[config.mk]
export PLATFORM = sky130hd
export DESIGN_NAME = lane_output_ctrl
export DESIGN_NICKNAME = d
export VERILOG_FILES = /design/src/inc/lane_test_pkg.sv /design/src/verilog/lane_output_ctrl.sv
export SDC_FILE = /design/constraint.sdc
export NUM_CORES = 1
export LEC_CHECK = 0
export BUFFER_PORTS_ARGS = -buffer_cell sky130_fd_sc_hd__buf_2
export CORE_MARGIN = 4
export CORE_UTILIZATION = 45
export CTS_BUF_LIST = sky130_fd_sc_hd__clkbuf_4 sky130_fd_sc_hd__clkbuf_8 sky130_fd_sc_hd__clkbuf_16
export DETAILED_ROUTE_END_ITERATION = 7
export PLACE_DENSITY_LB_ADDON = 0.08
export SLEW_MARGIN = 20
export SYNTH_ARGS = -nofsm -noshare
export SYNTH_HDL_FRONTEND = slang
export SYNTH_SLANG_ARGS = --single-unit
[constraint.sdc]
create_clock -name pclk -period 3.3 [get_ports pclk]
set_input_delay 0.495 -clock pclk [delete_from_list [all_inputs] [get_ports pclk]]
set_output_delay 0.495 -clock pclk [all_outputs]
set_load 0.02 [all_outputs]
[src/inc/lane_test_pkg.sv]
// Purpose: Shared constants and carriers for the serial lane output control.
// Assumes: APB with 32-bit data, one aligned word per register.
// Notes: Register offsets are byte addresses; field positions are bit indices.
package lane_test_pkg;

  localparam int NUM_LANES = 8;
  localparam int HALF_LANES = 4;
  localparam int SAMPLE_W = 9;
  localparam int PAD_W = 3;
  localparam int WORD_W = 12;
  localparam int BLOCK_BITS = 24;
  localparam int LFSR_W = 31;

  localparam logic [4:0] BIT_LAST = 5'h17;
  localparam logic [3:0] CLK_PAT_LAST = 4'hF;
  localparam logic [2:0] OCTET_LAST = 3'h7;

  localparam logic [11:0] CTRL_ADDR = 12'h000;
  localparam logic [11:0] STATUS_ADDR = 12'h004;

  localparam int CTRL_LINK_EN = 0;
  localparam int CTRL_PD_MODE = 1;
  localparam int CTRL_DUAL = 2;
  localparam int CTRL_LANE_SET = 3;
  localparam int CTRL_SYNC_FEC = 4;
  localparam int CTRL_TEST_LO = 5;
  localparam int CTRL_TEST_HI = 7;
  localparam int CTRL_FMT_LO = 8;
  localparam int CTRL_FMT_HI = 12;

  localparam int STAT_PD = 0;
  localparam int STAT_ALT = 1;
  localparam int STAT_BYPASS = 2;
  localparam int STAT_FMT_OK = 3;
  localparam int STAT_ACTIVE = 4;

  localparam logic [4:0] FMT_9B_66B = 5'h0F;
  localparam logic [4:0] FMT_RESET = 5'h0F;

  // Lane seeds are small and distinct, so every width stays nonzero.
  localparam logic [30:0] SEED_BASE = 31'h0000_0001;

  typedef enum logic [2:0] {
    TEST_OFF = 3'h0,
    TEST_PRBS7 = 3'h1,
    TEST_PRBS9 = 3'h2,
    TEST_PRBS15 = 3'h3,
    TEST_PRBS23 = 3'h4,
    TEST_PRBS31 = 3'h5,
    TEST_CLOCK = 3'h6,
    TEST_RAMP = 3'h7
  } test_sel_t;

  typedef struct packed {
    logic [NUM_LANES-1:0][SAMPLE_W-1:0] chan_a;
    logic [NUM_LANES-1:0][SAMPLE_W-1:0] chan_b;
  } sample_block_t;

  typedef struct packed {
    logic [NUM_LANES-1:0] data;
    logic [NUM_LANES-1:0] enable;
  } lane_out_t;

endpackage

[src/verilog/lane_output_ctrl.sv]
// Purpose: Lane mapping, redundancy, power-down and test patterns for a
//   multi-lane serial transmitter, one serial bit per lane per clock.
// Assumes: Sample inputs are synchronous to pclk; the link layer outside
//   encodes and scrambles unless told to bypass.
// Notes: Configuration lives in APB registers that no power-down touches.
//
// Design decisions made here: the placing of the registers and the APB slave port.
`timescale 1ns/1ps

// Operation
// - 9-bit samples padded with 000; lane k sends sample k then k+4.
// - Sync header protection offers CRC-12 only, no CRC-3 variant.
// - FEC is the alternative sync header protection mode.
// - Redundant lane output only allowed for formats of four lanes or less.
// - Lane set select 0 drives D3-D0, 1 drives D7-D4.
// - Default and alternate lane sets never run together.
// - Power-down pin high powers down and disables lane drivers.
// - Registers and calibration survive power-down.
// - Power-down may also be commanded by the mode register.
// - Test pattern select picks the active lane test pattern.
// - Test modes keep lane count and rate set by output format mode.
// - PRBS modes bypass transport and link layers.
// - PRBS7 bit is XOR of bits 6 and 7 back, period 127.
// - PRBS9 bit is XOR of bits 5 and 9 back, period 511.
// - PRBS15 bit is XOR of bits 14 and 15 back, period 32767.
// - PRBS23 bit is XOR of bits 18 and 23 back, period 8388607.
// - PRBS31 bit is XOR of bits 28 and 31 back, long period.
// - Every lane starts its PRBS at a distinct phase.
// - PRBS sequences follow the standard test pattern recommendation.
// - Clock pattern bypasses layers, repeating eight ones then eight zeros.
// - Ramp sends identical octets 00 to FF on all lanes via link layer.
module lane_output_ctrl
  import lane_test_pkg::*;
(
  input wire logic pclk,
  input wire logic presetn,
  input wire logic psel,
  input wire logic penable,
  input wire logic pwrite,
  input wire logic [11:0] paddr,
  input wire logic [31:0] pwdata,
  output logic [31:0] prdata,
  output logic pready,
  output logic pslverr,
  input wire logic power_down_pin,
  input wire logic sample_valid,
  input wire sample_block_t samples,
  output logic sample_ready,
  output lane_out_t lanes,
  output logic link_bypass,
  output logic sync_fec_select,
  output logic link_active
);

  typedef enum logic [2:0] {
    ST_IDLE = 3'b001,
    ST_RUN = 3'b010,
    ST_DOWN = 3'b100
  } tx_state_t;

  typedef struct packed {
    tx_state_t st;
    logic [31:0] prdata;
    logic pready;
    logic pslverr;
    logic link_en;
    logic pd_mode;
    logic dual;
    logic lane_set_select;
    logic sync_fec;
    test_sel_t test_pattern_select;
    logic [4:0] output_format_mode;
    logic [4:0] bitcnt;
    logic [3:0] clk_phase;
    logic [7:0] ramp;
    logic [2:0] ramp_bit;
    logic [NUM_LANES-1:0][BLOCK_BITS-1:0] shreg;
    logic [NUM_LANES-1:0][LFSR_W-1:0] lfsr;
    test_sel_t last_test;
    logic sample_ready;
    lane_out_t lanes;
    logic bypass;
  } state_t;

  state_t r;
  state_t next_r;

  logic [NUM_LANES-1:0][LFSR_W-1:0] lfsr_step;
  logic [NUM_LANES-1:0] prbs_bit;
  logic [NUM_LANES-1:0][BLOCK_BITS-1:0] block_load;
  logic powered_down;
  logic alt_active;
  logic fmt_ok;
  logic is_prbs;
  logic reseed;
  logic [3:0] lane_count;

  function automatic logic prbs_feedback(input test_sel_t sel,
                                         input logic [LFSR_W-1:0] s);
    logic fb;
    fb = 1'b0;
    // Bit 0 holds the previous bit, so bit i-1 is i positions back.
    unique case (sel)
      TEST_PRBS7: fb = s[5] ^ s[6];
      TEST_PRBS9: fb = s[4] ^ s[8];
      TEST_PRBS15: fb = s[13] ^ s[14];
      TEST_PRBS23: fb = s[17] ^ s[22];
      TEST_PRBS31: fb = s[27] ^ s[30];
      default: fb = 1'b0;
    endcase
    return fb;
  endfunction

  assign is_prbs = (r.test_pattern_select == TEST_PRBS7) ||
                   (r.test_pattern_select == TEST_PRBS9) ||
                   (r.test_pattern_select == TEST_PRBS15) ||
                   (r.test_pattern_select == TEST_PRBS23) ||
                   (r.test_pattern_select == TEST_PRBS31);
  assign powered_down = power_down_pin | r.pd_mode;
  assign fmt_ok = (r.output_format_mode == FMT_9B_66B);
  // Redundancy is only honoured in the four-lane single channel case.
  assign alt_active = r.lane_set_select & ~r.dual;
  assign lane_count = r.dual ? 4'h8 : 4'h4;
  // A pattern change or a stopped link restarts the generators.
  assign reseed = (r.test_pattern_select != r.last_test) ||
                  (r.st != ST_RUN);

  genvar g;
  generate
    for (g = 0; g < NUM_LANES; g++) begin : g_lane
      localparam int SRC = g % HALF_LANES;
      logic fb;
      assign fb = prbs_feedback(r.test_pattern_select, r.lfsr[g]);
      assign prbs_bit[g] = fb;
      assign lfsr_step[g] = reseed ?
        (SEED_BASE + LFSR_W'(g)) :
        {r.lfsr[g][LFSR_W-2:0], fb};
      // Lanes 0-3 carry channel A, lanes 4-7 channel B.
      if (g < HALF_LANES) begin : g_a
        assign block_load[g] = {samples.chan_a[SRC], {PAD_W{1'b0}},
          samples.chan_a[SRC + HALF_LANES], {PAD_W{1'b0}}};
      end else begin : g_b
        assign block_load[g] = {samples.chan_b[SRC], {PAD_W{1'b0}},
          samples.chan_b[SRC + HALF_LANES], {PAD_W{1'b0}}};
      end
    end
  endgenerate

  always_comb begin
    logic [NUM_LANES-1:0] logical_bit;
    logic [NUM_LANES-1:0] logical_en;
    logic access;
    logic hit_ctrl;
    logic hit_stat;
    logical_bit = '0;
    logical_en = '0;
    next_r = r;

    // APB slave: one wait state, answer registered.
    access = psel & penable & ~r.pready;
    hit_ctrl = (paddr == CTRL_ADDR);
    hit_stat = (paddr == STATUS_ADDR);
    next_r.pready = access;
    next_r.pslverr = access & ~hit_ctrl & ~hit_stat;
    next_r.prdata = '0;
    if (access && !pwrite && hit_ctrl) begin
      next_r.prdata[CTRL_LINK_EN] = r.link_en;
      next_r.prdata[CTRL_PD_MODE] = r.pd_mode;
      next_r.prdata[CTRL_DUAL] = r.dual;
      next_r.prdata[CTRL_LANE_SET] = r.lane_set_select;
      next_r.prdata[CTRL_SYNC_FEC] = r.sync_fec;
      next_r.prdata[CTRL_TEST_HI:CTRL_TEST_LO] = r.test_pattern_select;
      next_r.prdata[CTRL_FMT_HI:CTRL_FMT_LO] = r.output_format_mode;
    end
    if (access && !pwrite && hit_stat) begin
      next_r.prdata[STAT_PD] = powered_down;
      next_r.prdata[STAT_ALT] = alt_active;
      next_r.prdata[STAT_BYPASS] = r.bypass;
      next_r.prdata[STAT_FMT_OK] = fmt_ok;
      next_r.prdata[STAT_ACTIVE] = (r.st == ST_RUN);
    end
    if (access && pwrite && hit_ctrl) begin
      next_r.link_en = pwdata[CTRL_LINK_EN];
      next_r.pd_mode = pwdata[CTRL_PD_MODE];
      next_r.dual = pwdata[CTRL_DUAL];
      next_r.lane_set_select = pwdata[CTRL_LANE_SET];
      // Clear selects CRC-12; no short CRC exists to pick.
      next_r.sync_fec = pwdata[CTRL_SYNC_FEC];
      next_r.test_pattern_select =
        test_sel_t'(pwdata[CTRL_TEST_HI:CTRL_TEST_LO]);
      next_r.output_format_mode = pwdata[CTRL_FMT_HI:CTRL_FMT_LO];
    end

    // Power-down only stops the lanes; configuration stays put.
    unique case (r.st)
      ST_IDLE: begin
        if (powered_down) begin
          next_r.st = ST_DOWN;
        end else if (r.link_en && fmt_ok) begin
          next_r.st = ST_RUN;
        end
      end
      ST_RUN: begin
        if (powered_down) begin
          next_r.st = ST_DOWN;
        end else if (!r.link_en || !fmt_ok) begin
          next_r.st = ST_IDLE;
        end
      end
      ST_DOWN: begin
        // The far end must relink and flush stale data on leaving here.
        if (!powered_down) begin
          next_r.st = ST_IDLE;
        end
      end
      default: next_r.st = ST_IDLE;
    endcase

    next_r.last_test = r.test_pattern_select;
    next_r.lfsr = lfsr_step;

    if (r.st == ST_RUN) begin
      next_r.bitcnt = (r.bitcnt == BIT_LAST) ? '0 : r.bitcnt + 5'h01;
      next_r.clk_phase = r.clk_phase + 4'h1;
      next_r.ramp_bit = r.ramp_bit + 3'h1;
      if (r.ramp_bit == OCTET_LAST) begin
        next_r.ramp = r.ramp + 8'h01;
      end
    end else begin
      next_r.bitcnt = '0;
      next_r.clk_phase = '0;
      next_r.ramp_bit = '0;
      next_r.ramp = '0;
    end

    // A new block is accepted at the start of each 24-bit lane frame except the first after entering ST_RUN.
    for (int l = 0; l < NUM_LANES; l++) begin
      if (r.st == ST_RUN && r.bitcnt == '0) begin
        next_r.shreg[l] = (sample_valid && r.sample_ready) ?
          block_load[l] : '0;
      end else begin
        next_r.shreg[l] = {r.shreg[l][BLOCK_BITS-2:0], 1'b0};
      end
    end
    next_r.sample_ready = (r.st == ST_RUN) && (next_r.bitcnt == '0);

    for (int l = 0; l < NUM_LANES; l++) begin
      unique case (r.test_pattern_select)
        TEST_OFF: logical_bit[l] = r.shreg[l][BLOCK_BITS-1];
        TEST_CLOCK: logical_bit[l] = ~r.clk_phase[3];
        TEST_RAMP: logical_bit[l] = r.ramp[3'h7 - r.ramp_bit];
        default: logical_bit[l] = prbs_bit[l];
      endcase
      logical_en[l] = (r.st == ST_RUN) && (4'(l) < lane_count);
    end

    // Four logical lanes land on exactly one physical set.
    if (alt_active) begin
      next_r.lanes.data = {logical_bit[HALF_LANES-1:0], 4'h0};
      next_r.lanes.enable = {logical_en[HALF_LANES-1:0], 4'h0};
    end else begin
      next_r.lanes.data = logical_bit;
      next_r.lanes.enable = logical_en;
    end
    if (powered_down) begin
      next_r.lanes = '0;
    end
    next_r.bypass = is_prbs ||
      (r.test_pattern_select == TEST_CLOCK);
  end

  always_ff @(posedge pclk or negedge presetn) begin
    if (!presetn) begin
      r <= '0;
      r.st <= ST_IDLE;
      r.test_pattern_select <= TEST_OFF;
      r.last_test <= TEST_OFF;
      r.output_format_mode <= FMT_RESET;
    end else begin
      r <= next_r;
    end
  end

  assign prdata = r.prdata;
  assign pready = r.pready;
  assign pslverr = r.pslverr;
  assign sample_ready = r.sample_ready;
  assign lanes = r.lanes;
  assign link_bypass = r.bypass;
  assign sync_fec_select = r.sync_fec;
  assign link_active = (r.st == ST_RUN);

endmodule // lane_output_ctrl
== Yosys cells after proc, flatten, opt, wreduce, memory -nomap -nowiden ==
Cells that the tools add are included.
Word-level totals
  register bits after elaboration: 512
  latch bits: 0
  memory bits (writable): 0
  memory bits (read-only): 0
  input bits: 195
  output and inout bits: 54
  logic and storage cells: 209
  memories: 0
Operators by class
  add/subtract/negate cells: 5
  $mul: 0
  div/mod/pow operators: 0
  order comparisons: 9
  equal/unequal tests: 20
  shift-type cells: 0
  multiplexer cells: 56
  bitwise gates (word level): 51
  reduce and logical (&&, ||, !) cells: 32
Operators by type and width (count)
  $mux W24: 16
  $mux W31: 8
  $pmux W1 S5: 8
  $xor A1 B1 Y1: 40
  $mux W16: 2
  $pmux W1 S3: 8
  $mux W20: 1
  $eq A3 B3 Y1 const B: 6
  $logic_and A1 B1 Y1: 17
  $lt A3 B4 Y1 const A: 4
  $mux W3: 5
  $mux W13: 1
  $eq A12 B3 Y1 const B: 1
  $logic_not A12 Y1: 1
  $logic_not A5 Y1: 2
  $mux W5: 2
  $eq A3 B2 Y1 const B: 3
  $pmux W3 S3: 1
  $add A8 B1 Y8 const B: 1
  $lt A1 B4 Y1 const A: 2
  $lt A2 B4 Y1 const A: 2
  $mux W8: 1
  $logic_or A1 B1 Y1: 7
  $eq A3 B1 Y1 const B: 2
  22 further kinds: 32

== Logic depth before layout (Yosys ltp) ==
  depth in word-level cells: 6
  gate-level depth with buffers: 9
  gate-level depth less buffers: 7

== Least setup slack after synthesis ==
OpenSTA, ideal clock, no wires.
  path kind: in2reg
  start: input paddr[5]
  end: register r (netlist bit next_r[18])
  setup time: 0.125 ns
  data arrival time: 1.983 ns
  data required time: 3.175 ns
  path slack: 1.192 ns
  stages on the path: 6
  cells stage by stage: nor4_1 > and3_1 > nand2_1 > nor3b_1 > buf_2 > mux2_2
On the way
  longest elaborated chain between the ends: 2
Ends and longest elaborated chain
  start, declared: RTL line lane_output_ctrl.sv:40  | input wire logic [11:0] paddr,
  $logic_not A12 Y1: RTL line lane_output_ctrl.sv:161  | hit_ctrl = (paddr == CTRL_ADDR);
  $logic_and A1 B1 Y1: RTL line lane_output_ctrl.sv:182  | if (access && pwrite && hit_ctrl) begin
  end signal, assigned: RTL line lane_output_ctrl.sv:280  | r <= next_r;
  end, declared: RTL line lane_output_ctrl.sv:85  | state_t r;
No other way between the ends.
A chain may end at the register's enable or synchronous reset.

== Worst setup path after layout ==
  start: register r[528] in the netlist's numbering
  end: output link_active
On the way
  longest elaborated chain between the ends: 1
Ends and longest elaborated chain
  $eq A3 B2 Y1: RTL line lane_output_ctrl.sv:291  | assign link_active = (r.st == ST_RUN);
  end, declared: RTL line lane_output_ctrl.sv:52  | output logic link_active
No other way between the ends.

==> reports/metrics.cfg <==
[logic_synthesis]
netlist.area_leader.share_pct=66.2
ys.flop_type=dfrtp_1
post_synth.cell_area_avg_um2=11.6
synth-seq-area-share_pct=66.9
syn-cell-area_mm2=0.0180
synth_top_area_cell=dfrtp_1
yosys_warnings=0
syn_inst=1554
synth-edff-count=0
async_flop_share_pct=100
ys_types=47
synthTopCellsByCount=dfrtp_1 (477), nand2_1 (298), and2_1 (268), nand3_1 (144), buf_4 (52)
synth_area_leaders=dfrtp_1 (66%), and2_1 (9.3%), nand2_1 (6.2%), nand3_1 (4.0%), buf_4 (2.2%)
synth-seq-cells=482
yosysMostFrequentCell=dfrtp_1

[final_layout]
area_growth_syn_to_layout_pct=17.3
fin_util_pct=53.4
fin_area_mm2=0.0212
final_cells=2297
fill_cells=3483
drive_above_1_share_pct=20.2
final_nets=1928

[setup_path]
cp.required_ps=2800
critPathKind=flop to output pin
path_max_fanout=17
crit_path_end_kind=output pin
worstPathArrival_ps=2230
start_kind=flop

[timing]
fin_skew_ps=18.8
final.min_clock_period_ps=2730
max_slew.worst_pin.slew_ps=786
hold_viol=0
rsz0062_at_grt=false
finalCritPeriodShare_pct=82.6
slew_headroom_pct=47.3
setup_ws_ps=574
setup_viol=0
tns_ps=0
slew_violations=0
clock.fmax_ghz=0.367
whs_ps=139

[die]
die_h_um=208
die-area_mm2=0.0433
coreArea_mm2=0.0396
start_util_pct=45.5
num_rows=73
die_w_um=208
pin_count=249

[drt]
ant_nets=0
via_per_inst=4.71
vias=10800
first_pass_iters=4
wl_per_cell_um=15.0
wirelength_mm=34.5
drt_iter0_drc=641
detail_route.drc_violations=0

[clock_network]
postCtsSetupBuffers=0
cts-root-buf=clkbuf_16
clock-sinks=482
cts_max_level=2
cts_max_path_buffers=3
path_clk_slew_ps=60
clock_latency_ps=570
cts_tree=yes
cts_buffers=50

[power]
p_leak_nw=11.2
total_power_mw=12.0
ir_drop_mv=0.432
pwr_density_cell_mw_per_mm2=568

[global_routing]
grt_pass1_vias=11000
grt_max_degree=193
grt_pass1_wl_mm=57.9
grt_use_total_pct=16.2
antenna_found_initial=13
overflow=0

[outcome]
outcome=completed

[flow_run]
maxCapViolCount=0

[placement]
place.gp.congestion=0.760
dp.cells=2199
dpl-instance-area_mm2=0.0194
dp_hpwl_mm=21.4
place_ws_ps=715
port_buffers=210

[worst_hold_path]
min_path_type=primary input to flop

## metal layers
metal | track usage (%) | up-vias | wire [um]
met2 | 23.6 | 203 | 15200
met3 | 5.22 | 71 | 2360
met4 | 4.58 | 12 | 786
met1 | 23.5 | 5295 | 16100
li1 | - | 5233 | -
met5 | 0 | - | 69
## power by group
group / internal [mW] / total [mW] / switching, mW
clock network: 3.57 / 5.80 / 2.23
registers: 5.92 / 5.93 / 0.00655
logic: 0.105 / 0.285 / 0.180
total: 9.59 / 12.0 / 2.41
## kinds of logic after synthesis
kind of cell | Yosys count | synth area share (%)
other | 1 | 0.0208
buffers and inverters | 142 | 4.62
and+or+nand+nor | 797 | 22.3
xor gates and xnor gates | 56 | 2.72
muxes | 17 | 1.10
AOI/OAI and AO/OA | 53 | 1.88
adders and majority gates | 6 | 0.416
DFF | 482 | 66.9
## flip-flops by register name, indices dropped and copies added, names as in the netlist
signal and count:
prdata 13, r 451, sync_fec_select 1, pready 1, link_bypass 1, pslverr 1, next_r 3, sample_ready 1
lanes 10
## cell type report
class / instances / area (um2) / area share [%]
Sequential cell: 482 / 12100 / 57.1
Multi-Input combinational cell: 948 / 5210 / 24.6
Clock buffer: 88 / 1710 / 8.07
Timing Repair Buffer: 238 / 1420 / 6.73
Tap cell: 525 / 657 / 3.11
Clock inverter: 5 / 50.0 / 0.237
Inverter: 7 / 26.3 / 0.124
Antenna cell: 4 / 10.0 / 0.0473
## layout by cell type (no fill, tap or decap), types with 5 or more instances in the layout
master / n
nor3_1: 9
clkbuf_8: 19
nand2_1: 298
clkbuf_16: 53
inv_1: 6
and3_1: 11
a21oi_1: 14
buf_4: 15
a22o_1: 5
xnor2_1: 36
a211oi_1: 6
buf_12: 12
ha_1: 6
clkbuf_4: 16
o21ai_0: 6
xor2_1: 20
nand2b_1: 11
nor2_1: 28
mux2_2: 13
nand3_1: 144
and2_1: 267
conb_1: 19
dfstp_2: 5
o22ai_1: 13
buf_2: 209
dfrtp_1: 477
## critical path, cell delays in order (launching register included)
cell	delay, ps
dfstp_2	570
or3b_1	240
buf_4	280
clkinv_1	300
buf_2	270
## final timing paths
check                            start     endpoint  slack [ps]  cells past startpoint
setup / recovery                r[528]  link_active         570                      4
hold / removal             samples[30]       r[455]         140                      3
setup reg to reg                r[528]       r[324]         760                      7
hold reg to reg                 r[176]       r[177]         430                      1
max in group asynchronous      presetn       r[332]        1860                      3
min in group asynchronous      presetn       r[196]         540                      2
## what timing repair did
item	CTS	global route
endpoints found under the hold margin	75	0
resized for setup	0	0
hold buffers	1	0
Note: power is estimated with default switching activity, not from simulation.
